$ cat src/hw/smcg_map.vh
// register offsets, field positions, reset values and masks for sleep clock gating
`ifndef SMCG_MAP_VH
`define SMCG_MAP_VH

// ----------------------------------------------------------------
// register byte offsets
// ----------------------------------------------------------------
`define SMCG_BUS1_OFFSET      8'h50
`define SMCG_BUS2_OFFSET      8'h54
`define SMCG_BUS3_OFFSET      8'h58
`define SMCG_ADDR_WIDTH       8

// ----------------------------------------------------------------
// reset values
// ----------------------------------------------------------------
`define SMCG_BUS1_RESET       32'h7E6791FF
`define SMCG_BUS2_RESET       32'h000000F1
`define SMCG_BUS3_RESET       32'h00000001

// ----------------------------------------------------------------
// writable bit masks, reserved bits clear
// ----------------------------------------------------------------
`define SMCG_BUS1_MASK        32'h7E6791FF
`define SMCG_BUS2_MASK        32'h000000F3
`define SMCG_BUS3_MASK        32'h00000001

// ----------------------------------------------------------------
// bus1 field positions
// ----------------------------------------------------------------
`define SMCG_B1_PORT_A        0
`define SMCG_B1_PORT_COUNT    9
`define SMCG_B1_CHECKSUM      12
`define SMCG_B1_FLASH_IF      15
`define SMCG_B1_RAM_BANK1     16
`define SMCG_B1_RAM_BANK2     17
`define SMCG_B1_BACKUP_RAM    18
`define SMCG_B1_DMA_UNIT1     21
`define SMCG_B1_DMA_UNIT2     22
`define SMCG_B1_MAC           25
`define SMCG_B1_MAC_TX        26
`define SMCG_B1_MAC_RX        27
`define SMCG_B1_MAC_TS        28
`define SMCG_B1_USB_HS        29
`define SMCG_B1_USB_XCVR      30

// ----------------------------------------------------------------
// bus2 and bus3 field positions
// ----------------------------------------------------------------
`define SMCG_B2_CAMERA        0
`define SMCG_B2_FLOAT         1
`define SMCG_B2_CIPHER        4
`define SMCG_B2_DIGEST        5
`define SMCG_B2_RANDOM        6
`define SMCG_B2_USB_FS        7
`define SMCG_B3_EXT_MEM       0

// ----------------------------------------------------------------
// axi responses
// ----------------------------------------------------------------
`define SMCG_RESP_OKAY        2'h0
`define SMCG_RESP_SLVERR      2'h2

`endif

$ cat src/hw/smcg_enable_reg.v
// one sleep clock enable register with byte-lane writes
`timescale 1ns/1ps
module smcg_enable_reg #(
    parameter [31:0] RESET_VALUE = 32'h00000000,
    parameter [31:0] WRITE_MASK  = 32'hFFFFFFFF
) (
    input  wire        clk,
    input  wire        reset,
    input  wire        wr_en,
    input  wire [3:0]  wr_strb,
    input  wire [31:0] wr_data,
    output wire [31:0] value
);

    reg  [31:0] value_reg;
    reg  [31:0] value_next;
    integer     lane;

    // merge strobed bytes, reserved bits forced to zero
    always @* begin
        value_next = value_reg;
        for (lane = 0; lane < 4; lane = lane + 1) begin
            if (wr_en && wr_strb[lane]) begin
                value_next[lane*8 +: 8] = wr_data[lane*8 +: 8];
            end
        end
        value_next = value_next & WRITE_MASK;
    end

    // storage
    always @(posedge clk or posedge reset) begin
        if (reset) begin
            value_reg <= RESET_VALUE;
        end else begin
            value_reg <= value_next;
        end
    end

    assign value = value_reg;

endmodule

$ cat src/hw/smcg_clock_gate.v
// latch-free sleep clock gate request for one group of peripherals
`timescale 1ns/1ps
module smcg_clock_gate #(
    parameter WIDTH = 32
) (
    input  wire             clk,
    input  wire             reset,
    input  wire             sleep_active,
    input  wire [WIDTH-1:0] enable_bits,
    output wire [WIDTH-1:0] clk_run
);

    reg  [WIDTH-1:0] snap_reg;
    reg              sleep_d_reg;

    // snapshot enables on sleep entry so mid-sleep writes wait for next entry
    always @(posedge clk or posedge reset) begin
        if (reset) begin
            snap_reg    <= {WIDTH{1'b1}};
            sleep_d_reg <= 1'b0;
        end else begin
            sleep_d_reg <= sleep_active;
            if (sleep_active && !sleep_d_reg) begin
                snap_reg <= enable_bits;
            end
        end
    end

    // run: always when awake, per snapshot while asleep
    assign clk_run = sleep_d_reg ? snap_reg : {WIDTH{1'b1}};

endmodule

$ cat src/hw/smcg_top.v
// sleep mode bus clock gating: three enable registers behind axi4-lite
//
// Contract
// - bus1 register at 0x50: set bit keeps clock in sleep, clear stops it.
// - bus1 register resets to 0x7E6791FF.
// - bus1 bits 0..8 gate ports A..I; bits 11:9 reserved.
// - bus1 checksum 12, flash 15, ram 16/17, backup 18, dma 21/22.
// - bus1 mac clocks: main 25, transmit 26, receive 27, timestamp 28.
// - bus1 usb high-speed 29, transceiver interface 30; bit 31 reserved.
// - bus2 register at 0x54: set bit keeps clock in sleep, clear stops it.
// - bus2 register resets to 0x000000F1.
// - bus2 camera 0, float 1, cipher 4, digest 5, random 6, usb 7.
// - bus3 register at 0x58 bit 0 gates external memory controller.
// - bus3 register resets to 0x00000001.
// - word, half word and byte accesses complete without wait states.
`timescale 1ns/1ps
`include "smcg_map.vh"
module smcg_top (
    input  wire        clk,
    input  wire        reset,
    // axi4-lite write address
    input  wire [7:0]  s_axi_awaddr,
    input  wire [2:0]  s_axi_awprot,
    input  wire        s_axi_awvalid,
    output wire        s_axi_awready,
    // axi4-lite write data
    input  wire [31:0] s_axi_wdata,
    input  wire [3:0]  s_axi_wstrb,
    input  wire        s_axi_wvalid,
    output wire        s_axi_wready,
    // axi4-lite write response
    output wire [1:0]  s_axi_bresp,
    output wire        s_axi_bvalid,
    input  wire        s_axi_bready,
    // axi4-lite read address
    input  wire [7:0]  s_axi_araddr,
    input  wire [2:0]  s_axi_arprot,
    input  wire        s_axi_arvalid,
    output wire        s_axi_arready,
    // axi4-lite read data
    output wire [31:0] s_axi_rdata,
    output wire [1:0]  s_axi_rresp,
    output wire        s_axi_rvalid,
    input  wire        s_axi_rready,
    // core sleep indication
    input  wire        sleep_active,
    // bus1 clock run requests
    output wire [8:0]  port_sleep_clk_on,
    output wire        checksum_sleep_clk_on,
    output wire        flash_if_sleep_clk_on,
    output wire        ram_bank1_sleep_clk_on,
    output wire        ram_bank2_sleep_clk_on,
    output wire        backup_ram_sleep_clk_on,
    output wire        dma_unit1_sleep_clk_on,
    output wire        dma_unit2_sleep_clk_on,
    output wire        mac_sleep_clk_on,
    output wire        mac_transmit_sleep_clk_on,
    output wire        mac_receive_sleep_clk_on,
    output wire        mac_timestamp_sleep_clk_on,
    output wire        usb_highspeed_sleep_clk_on,
    output wire        usb_transceiver_if_sleep_clk_on,
    // bus2 clock run requests
    output wire        camera_if_sleep_clk_on,
    output wire        float_unit_sleep_clk_on,
    output wire        cipher_sleep_clk_on,
    output wire        digest_sleep_clk_on,
    output wire        random_source_sleep_clk_on,
    output wire        usb_fullspeed_sleep_clk_on,
    // bus3 clock run request
    output wire        ext_mem_ctrl_sleep_clk_on
);

    // ----------------------------------------------------------------
    // write channel state
    // ----------------------------------------------------------------
    reg  [7:0]  aw_addr_reg;
    reg         aw_held_reg;
    reg  [31:0] w_data_reg;
    reg  [3:0]  w_strb_reg;
    reg         w_held_reg;
    reg         bvalid_reg;
    reg  [1:0]  bresp_reg;

    // ----------------------------------------------------------------
    // read channel state
    // ----------------------------------------------------------------
    reg         rvalid_reg;
    reg  [31:0] rdata_reg;
    reg  [1:0]  rresp_reg;

    wire        aw_take;
    wire        w_take;
    wire        wr_fire;
    wire [7:0]  wr_addr;
    wire [31:0] wr_data;
    wire [3:0]  wr_strb;
    wire        wr_sel1;
    wire        wr_sel2;
    wire        wr_sel3;
    wire        wr_hit;
    wire        ar_take;
    wire [31:0] bus1_value;
    wire [31:0] bus2_value;
    wire [31:0] bus3_value;
    wire [31:0] bus1_run;
    wire [31:0] bus2_run;
    wire [31:0] bus3_run;
    reg  [31:0] rd_value;
    reg         rd_hit;

    // channels accept while empty and no response is pending
    assign s_axi_awready = !aw_held_reg && !bvalid_reg;
    assign s_axi_wready  = !w_held_reg && !bvalid_reg;
    assign aw_take       = s_axi_awvalid && s_axi_awready;
    assign w_take        = s_axi_wvalid && s_axi_wready;

    // write fires once both address and data are present, either order
    assign wr_fire = (aw_held_reg || aw_take) && (w_held_reg || w_take);
    assign wr_addr = aw_held_reg ? aw_addr_reg : s_axi_awaddr;
    assign wr_data = w_held_reg ? w_data_reg : s_axi_wdata;
    assign wr_strb = w_held_reg ? w_strb_reg : s_axi_wstrb;

    assign wr_sel1 = wr_fire && ({wr_addr[7:2], 2'b00} == `SMCG_BUS1_OFFSET);
    assign wr_sel2 = wr_fire && ({wr_addr[7:2], 2'b00} == `SMCG_BUS2_OFFSET);
    assign wr_sel3 = wr_fire && ({wr_addr[7:2], 2'b00} == `SMCG_BUS3_OFFSET);
    assign wr_hit  = wr_sel1 || wr_sel2 || wr_sel3;

    // write address, data and response holding
    always @(posedge clk or posedge reset) begin
        if (reset) begin
            aw_addr_reg <= 8'h00;
            aw_held_reg <= 1'b0;
            w_data_reg  <= 32'h00000000;
            w_strb_reg  <= 4'h0;
            w_held_reg  <= 1'b0;
            bvalid_reg  <= 1'b0;
            bresp_reg   <= `SMCG_RESP_OKAY;
        end else begin
            if (wr_fire) begin
                aw_held_reg <= 1'b0;
                w_held_reg  <= 1'b0;
                bvalid_reg  <= 1'b1;
                bresp_reg   <= wr_hit ? `SMCG_RESP_OKAY : `SMCG_RESP_SLVERR;
            end else begin
                if (aw_take) begin
                    aw_addr_reg <= s_axi_awaddr;
                    aw_held_reg <= 1'b1;
                end
                if (w_take) begin
                    w_data_reg <= s_axi_wdata;
                    w_strb_reg <= s_axi_wstrb;
                    w_held_reg <= 1'b1;
                end
                if (bvalid_reg && s_axi_bready) begin
                    bvalid_reg <= 1'b0;
                end
            end
        end
    end

    assign s_axi_bvalid = bvalid_reg;
    assign s_axi_bresp  = bresp_reg;

    // ----------------------------------------------------------------
    // enable registers
    // ----------------------------------------------------------------
    // bus1 reset and masking
    smcg_enable_reg #(
        .RESET_VALUE (`SMCG_BUS1_RESET),
        .WRITE_MASK  (`SMCG_BUS1_MASK)
    ) u_bus1_reg (
        .clk     (clk),
        .reset   (reset),
        .wr_en   (wr_sel1),
        .wr_strb (wr_strb),
        .wr_data (wr_data),
        .value   (bus1_value)
    );

    smcg_enable_reg #(
        .RESET_VALUE (`SMCG_BUS2_RESET),
        .WRITE_MASK  (`SMCG_BUS2_MASK)
    ) u_bus2_reg (
        .clk     (clk),
        .reset   (reset),
        .wr_en   (wr_sel2),
        .wr_strb (wr_strb),
        .wr_data (wr_data),
        .value   (bus2_value)
    );

    smcg_enable_reg #(
        .RESET_VALUE (`SMCG_BUS3_RESET),
        .WRITE_MASK  (`SMCG_BUS3_MASK)
    ) u_bus3_reg (
        .clk     (clk),
        .reset   (reset),
        .wr_en   (wr_sel3),
        .wr_strb (wr_strb),
        .wr_data (wr_data),
        .value   (bus3_value)
    );

    // ----------------------------------------------------------------
    // read channel
    // ----------------------------------------------------------------
    assign s_axi_arready = !rvalid_reg;
    assign ar_take       = s_axi_arvalid && s_axi_arready;

    // read decode, whole word returned for any access size
    always @* begin
        rd_value = 32'h00000000;
        rd_hit   = 1'b1;
        case ({s_axi_araddr[7:2], 2'b00})
            `SMCG_BUS1_OFFSET: rd_value = bus1_value;
            `SMCG_BUS2_OFFSET: rd_value = bus2_value;
            `SMCG_BUS3_OFFSET: rd_value = bus3_value;
            default:           rd_hit   = 1'b0;
        endcase
    end

    always @(posedge clk or posedge reset) begin
        if (reset) begin
            rvalid_reg <= 1'b0;
            rdata_reg  <= 32'h00000000;
            rresp_reg  <= `SMCG_RESP_OKAY;
        end else if (ar_take) begin
            rvalid_reg <= 1'b1;
            rdata_reg  <= rd_value;
            rresp_reg  <= rd_hit ? `SMCG_RESP_OKAY : `SMCG_RESP_SLVERR;
        end else if (rvalid_reg && s_axi_rready) begin
            rvalid_reg <= 1'b0;
        end
    end

    assign s_axi_rvalid = rvalid_reg;
    assign s_axi_rdata  = rdata_reg;
    assign s_axi_rresp  = rresp_reg;

    // ----------------------------------------------------------------
    // sleep gating
    // ----------------------------------------------------------------
    // settings take effect on next sleep entry
    smcg_clock_gate #(
        .WIDTH (32)
    ) u_bus1_gate (
        .clk          (clk),
        .reset        (reset),
        .sleep_active (sleep_active),
        .enable_bits  (bus1_value),
        .clk_run      (bus1_run)
    );

    smcg_clock_gate #(
        .WIDTH (32)
    ) u_bus2_gate (
        .clk          (clk),
        .reset        (reset),
        .sleep_active (sleep_active),
        .enable_bits  (bus2_value),
        .clk_run      (bus2_run)
    );

    smcg_clock_gate #(
        .WIDTH (32)
    ) u_bus3_gate (
        .clk          (clk),
        .reset        (reset),
        .sleep_active (sleep_active),
        .enable_bits  (bus3_value),
        .clk_run      (bus3_run)
    );

    assign port_sleep_clk_on = bus1_run[`SMCG_B1_PORT_A +: `SMCG_B1_PORT_COUNT];

    assign checksum_sleep_clk_on   = bus1_run[`SMCG_B1_CHECKSUM];
    assign flash_if_sleep_clk_on   = bus1_run[`SMCG_B1_FLASH_IF];
    assign ram_bank1_sleep_clk_on  = bus1_run[`SMCG_B1_RAM_BANK1];
    assign ram_bank2_sleep_clk_on  = bus1_run[`SMCG_B1_RAM_BANK2];
    assign backup_ram_sleep_clk_on = bus1_run[`SMCG_B1_BACKUP_RAM];
    assign dma_unit1_sleep_clk_on  = bus1_run[`SMCG_B1_DMA_UNIT1];
    assign dma_unit2_sleep_clk_on  = bus1_run[`SMCG_B1_DMA_UNIT2];

    assign mac_sleep_clk_on           = bus1_run[`SMCG_B1_MAC];
    assign mac_transmit_sleep_clk_on  = bus1_run[`SMCG_B1_MAC_TX];
    assign mac_receive_sleep_clk_on   = bus1_run[`SMCG_B1_MAC_RX];
    assign mac_timestamp_sleep_clk_on = bus1_run[`SMCG_B1_MAC_TS];

    assign usb_highspeed_sleep_clk_on      = bus1_run[`SMCG_B1_USB_HS];
    assign usb_transceiver_if_sleep_clk_on = bus1_run[`SMCG_B1_USB_XCVR];

    assign camera_if_sleep_clk_on     = bus2_run[`SMCG_B2_CAMERA];
    assign float_unit_sleep_clk_on    = bus2_run[`SMCG_B2_FLOAT];
    assign cipher_sleep_clk_on        = bus2_run[`SMCG_B2_CIPHER];
    assign digest_sleep_clk_on        = bus2_run[`SMCG_B2_DIGEST];
    assign random_source_sleep_clk_on = bus2_run[`SMCG_B2_RANDOM];
    assign usb_fullspeed_sleep_clk_on = bus2_run[`SMCG_B2_USB_FS];

    assign ext_mem_ctrl_sleep_clk_on = bus3_run[`SMCG_B3_EXT_MEM];

endmodule

$ cat config.mk
export PLATFORM = sky130hd
export DESIGN_NAME = smcg_top
export DESIGN_NICKNAME = d
export VERILOG_FILES = /design/src/hw/smcg_enable_reg.v /design/src/hw/smcg_clock_gate.v /design/src/hw/smcg_top.v
export VERILOG_INCLUDE_DIRS = /design/src /design/src/hw
export SDC_FILE = /design/constraint.sdc
export NUM_CORES = 1
export LEC_CHECK = 0
export ABC_AREA = 1
export CAP_MARGIN = 30
export CORE_ASPECT_RATIO = 1.1
export CORE_MARGIN = 2
export CORE_UTILIZATION = 29
export CTS_BUF_LIST = sky130_fd_sc_hd__clkbuf_4 sky130_fd_sc_hd__clkbuf_8
export DETAILED_ROUTE_END_ITERATION = 6
export DONT_BUFFER_PORTS = 1
export HOLD_SLACK_MARGIN = 0.02
export PLACE_DENSITY = 0.49
export SLEW_MARGIN = 5
export SYNTH_ARGS = -nofsm -noshare
export SYNTH_HDL_FRONTEND = slang
export SYNTH_SLANG_ARGS = --single-unit
$ cat constraint.sdc
create_clock -name clk -period 9.3 [get_ports clk]
set_clock_uncertainty 0.05 [all_clocks]
set_input_delay 0.93 -clock clk [delete_from_list [all_inputs] [get_ports clk]]
set_output_delay 0.93 -clock clk [all_outputs]
set_load 0.03 [all_outputs]
==> metrics.cfg, run 1 <==
[cells_and_area]
syn_to_final_growth_pct=12.3
fin_cells=912
layout-drive-gt1-share_pct=24.2
fin_util_pct=33.2
n_antenna_cell=0
fin_nets=718

[setup_path]
r2r_slack_ns=7.30
path_class=reg2out
r2r_end=aw_addr_reg[6]
critPathMaxStageDelay_ns=0.59
worstPathCellList=buf_4 -> nor2_1
r2r_cells=4
start_kind=register
critical-path-top-delay-family=simple AND/OR/NAND/NOR gates
worstSetupEndpointType=primary output
crit_path_max_fanout=54
cp.required_ns=8.32
cp_slowest_cell=nor2_1
arrival_ns=1.65
timing.critical_path.buf_inv=1
cp_num_cells=2
r2r-start=s_axi_bvalid

[routing]
wl_per_cell_um=14.3
detail-route-antenna-nets=0
viasPerCell=4.45
first_pass_iters=4
wl_um=13000
vias=4060
drtIter0Drc=238
drc=0

[synth]
ys_seq_area_share_pct=54.0
ys_warn_count=0
syn_area_per_cell_um2=8.61
netlist_area_um2=5650
synth-seq-cells=119
postSynthCellCount=656
yosysUniqueCellTypes=30

[global_route]
antenna_found_initial=0
grt_pass1_vias=3984
busiest_layer=met2
overflow=0
grt_usage_pct=13.4
grt_max_degree=70
grt_pass1_wl_um=21000
grt.met3_usage_pct=5.56
grt_use_met1_pct=17.7
use_met2_pct=19.2

[die]
fp.coreArea_um2=19100
die_w_um=137
ioPinCount=136
dieHeight_um=150
dieArea_um2=20600
initial_core_util_pct=29.6
rows=53

[sta]
final_max_slew_viol_count=0
max_freq_ghz=0.381
fin_crit_ns=2.63
hold_viol_final=0
max_slew_margin_pct=48.6
tightest_slew_ns=0.770
setup_viol=0
finalCritPeriodShare_pct=28.2
grt_setup_unrepaired=false
setup-tns-final_ns=0

[pwr]
leakagePower_nw=2.96
p_per_area_nw_per_um2=293
ir_drop_uv=108

[placed_design]
gp_congestion=0.743
io_buffers=0
placed_cells_incl_taps=878
dp_hpwl_um=9370

[clocking]
cts_tree=done
cts-resized-gates=0
cts_buffers=17
insertion_delay_ns=0.43
cts-root-buf=clkbuf_8
cts.sinks=119
cts_hold_buf=0
path_clk_slew_ns=0.07
postCtsSetupRepairBufs=0
h-tree-depth=4
cts_max_path_buffers=2

[hold_path]
worstHoldPathType=in2async

[status]
status=finished, final reports clean

[flow_run]
maxCapViolCount=0

[final cells by class]
type | instances | area [µm²]
fillers | 2076 | 12800
multi-input cells | 435 | 2120
well taps | 247 | 309
repair buffers | 6 | 77.6
inverters | 73 | 282
clock inverters | 8 | 190
clock buffers | 24 | 312
flip-flops and latches | 119 | 3050
[metrics by stage]
step                cell area, µm²  worst slack, ns  total power [W]  hold WS (ns)
floorplan                     5690             5.26          0.00119         0.394
global placement              5790             6.69          0.00127         0.406
detailed placement            5790             6.64          0.00129         0.405
CTS                           6290             6.60          0.00189         0.399
global route                  6340             6.53          0.00200         0.420
finish                        6340             6.67          0.00186         0.392
[worst max path at each step]
| stage | slack [ns] | endpoint | from |
|---|---|---|---|
| after floorplan | 5.26 | aw_addr_reg[2] | reset |
| after global placement | 6.69 | w_data_reg[21] | w_held_reg |
| after detailed placement | 6.64 | w_data_reg[16] | w_held_reg |
| after CTS | 6.60 | s_axi_wready | w_held_reg |
| after global routing | 6.53 | s_axi_wready | w_held_reg |
| final | 6.67 | s_axi_wready | w_held_reg |
[Yosys cell counts, drive strengths merged]
cell type,n,area [µm²]
a21oi,3,15.0
and2,1,6.26
buf,33,215
clkbuf,7,26.3
conb,1,3.75
dfrtp,62,1550
dfstp,57,1500
inv,73,279
mux2,10,113
nand2,214,818
nand3,49,270
nand4,2,12.5
nor2,24,129
o21ai,77,408
o21bai,1,18.8
o31ai,16,120
or2,26,163
[per-layer routing]
metal / routed length [µm] / vias up
li1: - / 2042
met1: 6000 / 1904
met2: 5860 / 101
met3: 974 / 13
met4: 168 / 0
met5: 0 / -
[cells in the final DEF, fill, tap and decap left out, types with 4 or more instances in the layout]
cell type / synthesis / final
dfrtp_1: 62 / 62
nand3_2: 5 / 6
o31ai_1: 16 / 16
nand2_2: 6 / 6
nand2_1: 208 / 208
dfstp_2: 57 / 57
bufinv_16: 0 / 6
conb_1: 1 / 12
o21ai_1: 33 / 33
buf_4: 13 / 4
nand3_1: 44 / 43
inv_1: 67 / 66
or2_2: 26 / 26
nor2_1: 18 / 18
mux2_2: 10 / 10
clkbuf_8: 0 / 21
inv_2: 5 / 5
o21ai_0: 40 / 40
[kinds of logic (layout without fill, tap and decap cells)]
kind of cell,count (synthesis),in the layout,synth area share (%)
flip-flops,119,119,54.0
AO/OA/AOI/OAI,97,97,9.95
multiplexers,10,10,1.99
AND/OR/NAND/NOR,316,316,24.8
buffers and inverters,113,111,9.22
other,1,12,0.0664
[power breakdown]
part | leakage (nW) | internal (W) | total (W) | switching [W]
clock network | 0.257 | 0.000383 | 0.000584 | 0.000201
registers | 1.39 | 0.000697 | 0.000801 | 0.000104
logic | 1.31 | 0.000144 | 0.000476 | 0.000332
Power figures use the tool's default switching activity.
==> inputs of run 2 (changes only) <==
Clock period 9.3 ns to 2.49 ns, I/O delays scaled along.
==> metrics.cfg, run 2 (synthesized netlist as in run 1, its figures left out) <==
[die]
rows=53
dieArea_um2=20600
initial_core_util_pct=29.6
fp.coreArea_um2=19100
dieHeight_um=150
ioPinCount=136
die_w_um=137

[clocking]
cts_buffers=17
cts-resized-gates=0
cts-root-buf=clkbuf_8
h-tree-depth=4
path_clk_slew_ns=0.07
cts_max_path_buffers=2
cts_tree=done
cts.sinks=119
insertion_delay_ns=0.44

[routing]
wl_per_cell_um=13.8
drtIter0Drc=282
viasPerCell=4.50
detail-route-antenna-nets=0
first_pass_iters=5
wl_um=13200
drc=0
vias=4308

[global_route]
overflow=0
grt_usage_pct=13.6
grt_pass1_wl_um=21300
antenna_found_initial=0
grt_pass1_vias=4101
grt_max_degree=53

[setup_path]
crit_path_max_fanout=22
r2r_cells=6
critical-path-top-delay-family=flip-flops
timing.critical_path.buf_inv=1
cp_num_cells=6
arrival_ns=2.25
cp-endpoint=u_bus1_reg.value[5]
path_class=reg2reg
worstPathCellList=buf_4 -> nand2_1 -> o21ai_2 -> nand3_2 -> nand2_1 -> nand2_1
r2r-start=w_held_reg
r2r_end=u_bus1_reg.value[5]
cp_slowest_cell=dfrtp_1
critPathMaxStageDelay_ns=0.63
r2r_slack_ns=0.55
cp.required_ns=2.80
start_kind=register
worstSetupEndpointType=register
startpoint=w_held_reg
cp_common_cell=nand2_1

[placed_design]
placed_cells_incl_taps=885
dp_hpwl_um=9680
io_buffers=0
gp_congestion=0.784

[sta]
setup_viol=0
grt_setup_unrepaired=false
hold_viol_final=0
tightest_slew_ns=0.749
setup-tns-final_ns=0
fin_crit_ns=1.94
max_freq_ghz=0.515
finalCritPeriodShare_pct=77.9
final_max_slew_viol_count=0
max_slew_margin_pct=50.1

[pwr]
leakagePower_nw=3.08
p_per_area_nw_per_um2=964
ir_drop_uv=325

[hold_path]
worstHoldPathType=in2reg

[cells_and_area]
fin_cells=957
layout_common_cells=nand2_1 (208), inv_1 (66), dfrtp_1 (62)
final_common_cell=nand2_1
layout-drive-gt1-share_pct=23.4
fin_nets=763
syn_to_final_growth_pct=17.4
n_antenna_cell=0

[status]
status=finished, final reports clean

[flow_run]
maxCapViolCount=0

-- run 2: cell types whose count changed in the layout (fill, tap and decap cells not counted), sizes merged --
| cell | delta |
|---|---|
| dlygate4sd3 | +40 |
| bufinv | -6 |
| buf | +5 |
| clkinv | +4 |
| clkbuf | +2 |
| clkinvlp | +1 |
| inv | -1 |
-- run 2: worst min path at each step --
stage / from / to / slack, ns / cells past startpoint
after floorplan: sleep_active / u_bus3_gate.sleep_d_reg / 0.23 / 0
after global placement: reset / s_axi_rdata[29] / 0.16 / 1
after detailed placement: reset / s_axi_rdata[29] / 0.17 / 1
after CTS: s_axi_araddr[2] / s_axi_rdata[6] / 0.06 / 5
after global routing: s_axi_araddr[2] / s_axi_rdata[6] / 0.08 / 5
final: s_axi_araddr[2] / s_axi_rdata[4] / 0.09 / 5
-- run 2: routing by layer --
metal | vias up | wire [µm] | track usage [%]
li1 | 2135 | - | -
met1 | 2017 | 6370 | 18.4
met2 | 137 | 5790 | 19.9
met3 | 19 | 868 | 4.68
met4 | 0 | 208 | 5.05
met5 | - | 0 | 0
-- run 2: what timing repair did --
item	in CTS	in global routing
endpoints found under the hold margin	48	0
buffers inserted	0	0
hold buffers	40	0
-- run 2: metrics by stage --
step	worst slack, ns	utilization [%]	power (W)	hold slack (ns)	instance area (µm²)
after floorplan	0.676	-	0.00445	0.230	5690
after global placement	0.610	30.8	0.00479	0.161	5880
after detailed placement	0.579	30.8	0.00487	0.165	5880
after CTS	0.549	34.7	0.00647	0.0551	6630
after global routing	0.328	34.7	0.00688	0.0752	6630
final	0.550	34.7	0.00639	0.0930	6630
-- run 2: worst register-to-register path: cells and delay by family, from the launching register on --
family / cells / cell delay (ns)
and+or+nand+nor: 4 / 0.57
DFF: 1 / 0.63
buffers and inverters: 1 / 0.33
AOI/OAI and AO/OA: 1 / 0.30
-- run 2: final cells by class --
type	count	area (µm²)
clock buffers	26	314
clock inverters	6	30.0
fillers	2021	12500
inverters	73	283
multi-input cells	435	2120
flip-flops and latches	119	3050
well taps	247	309
repair buffers	51	520
-- run 2: power breakdown --
part           switching, W  leakage [nW]  internal [W]
clock network      0.000707         0.192      0.000807
registers          0.000427          1.39       0.00260
logic               0.00124          1.50      0.000606
==> inputs of run 3 (changes only) <==
Clock period 2.49 ns to 1.85 ns, I/O delays scaled along.
==> metrics.cfg, run 3 (synthesized netlist as in run 1, its figures left out) <==
[status]
status=finished, final reports clean

[clocking]
cts_max_path_buffers=2
cts.sinks=119
cts_tree=done
insertion_delay_ns=0.43
cts-resized-gates=0
cts-root-buf=clkbuf_8
postCtsSetupRepairBufs=0
h-tree-depth=4
path_clk_slew_ns=0.07
cts_hold_buf=47
cts_buffers=17

[cells_and_area]
layout_common_cells=nand2_1 (208), inv_1 (66), dfrtp_1 (62)
ff_latch_area_um2=3050
fillers=2002
syn_to_final_growth_pct=21.7
n_antenna_cell=0
fin_util_pct=36.0
final_common_cell=nand2_1
layout-drive-gt1-share_pct=23.7
multi_input_area_um2=2120
final_area_um2=6870
fin_nets=775

[setup_path]
path_class=reg2out
start_kind=register
r2r_end=u_bus1_reg.value[6]
r2r_slack_ns=0.22
crit_path_max_fanout=4
arrival_ns=1.45
worstSetupEndpointType=primary output
r2r-start=aw_held_reg
r2r_cells=8
startpoint=s_axi_bvalid
cp.required_ns=1.62

[pwr]
finalPower_w=0.00930
ir_drop_uv=419
leakagePower_nw=3.19
p_per_area_nw_per_um2=1350

[global_route]
grt_max_degree=53
antenna_found_initial=0
grt_pass1_vias=4230
grt_usage_pct=13.7
grt_pass1_wl_um=21800
overflow=0

[sta]
grt_setup_unrepaired=false
final_max_slew_viol_count=0
setup_viol=0
tightest_slew_ns=0.635
timing.final.ws_setup_ns=0.162
hold_viol_final=0
max_slew_margin_pct=57.6
fin_crit_ns=1.69
finalCritPeriodShare_pct=91.3
max_freq_ghz=0.592
setup-tns-final_ns=0

[routing]
first_pass_iters=5
wl_um=13300
detail-route-antenna-nets=0
vias=4225
drtIter0Drc=241
drc=0
wl_per_cell_um=13.7
viasPerCell=4.36

[die]
dieArea_um2=20600
rows=53
initial_core_util_pct=29.6
dieHeight_um=150
fp.coreArea_um2=19100
die_w_um=137
ioPinCount=136

[hold_path]
hp-start=s_axi_araddr[2]
worstHoldPathType=in2reg
hold_path_depth=6
holdPathEnd=s_axi_rdata[6]

[placed_design]
gp_congestion=0.768
dp_hpwl_um=9730
io_buffers=0
place_area_um2=5950
dpl_worst_slack_ns=0.240

[flow_run]
maxCapViolCount=0

run 3: cell count changes in the layout (fill, tap and decap cells not counted), sizes merged:
cell / delta
dlygate4sd3: +7
clkinvlp: +1
clkinv: -3
buf: +5
clkbuf: -2
bufinv: +4
run 3: worst max-delay path: stages, from the launching register on:
cell     delay [ns]
dfrtp_1        0.46
buf_4          0.21
nor2_1         0.16
buf_4          0.19
run 3: area by class of cell:
| class | instances | area share [%] |
|---|---|---|
| clock buffers | 24 | 4.53 |
| clock inverters | 8 | 2.08 |
| inverters | 73 | 4.12 |
| multi-input cells | 435 | 30.9 |
| flip-flops and latches | 119 | 44.4 |
| well taps | 247 | 4.50 |
| repair buffers | 63 | 9.50 |
run 3: power by group:
part	switching (W)	internal (W)
clock network	0.000998	0.00165
registers	0.000505	0.00350
logic	0.00174	0.000901
run 3: stage by stage:
step / std cells / hold slack [ns]
final: 969 / 0.0830
after global routing: 969 / 0.0790
after CTS: 969 / 0.0451
after detailed placement: 890 / 0.125
after global placement: 890 / 0.118
after floorplan: 667 / 0.166
run 3: worst max path at each step:
stage | end | slack [ns] | cells after the start
floorplan | w_data_reg[5] | 0.04 | 5
finish | s_axi_awready | 0.16 | 3
detailed placement | u_bus1_reg.value[6] | 0.24 | 8
CTS | s_axi_awready | 0.10 | 3
global placement | u_bus1_reg.value[3] | 0.26 | 8
global route | s_axi_awready | 0.02 | 3
run 3: layer usage:
layer	global-route usage [%]	share of wire (%)
met2	20.6	45
met1	18.4	48
met5	0	0
met4	5.93	1.7
met3	3.77	5.4
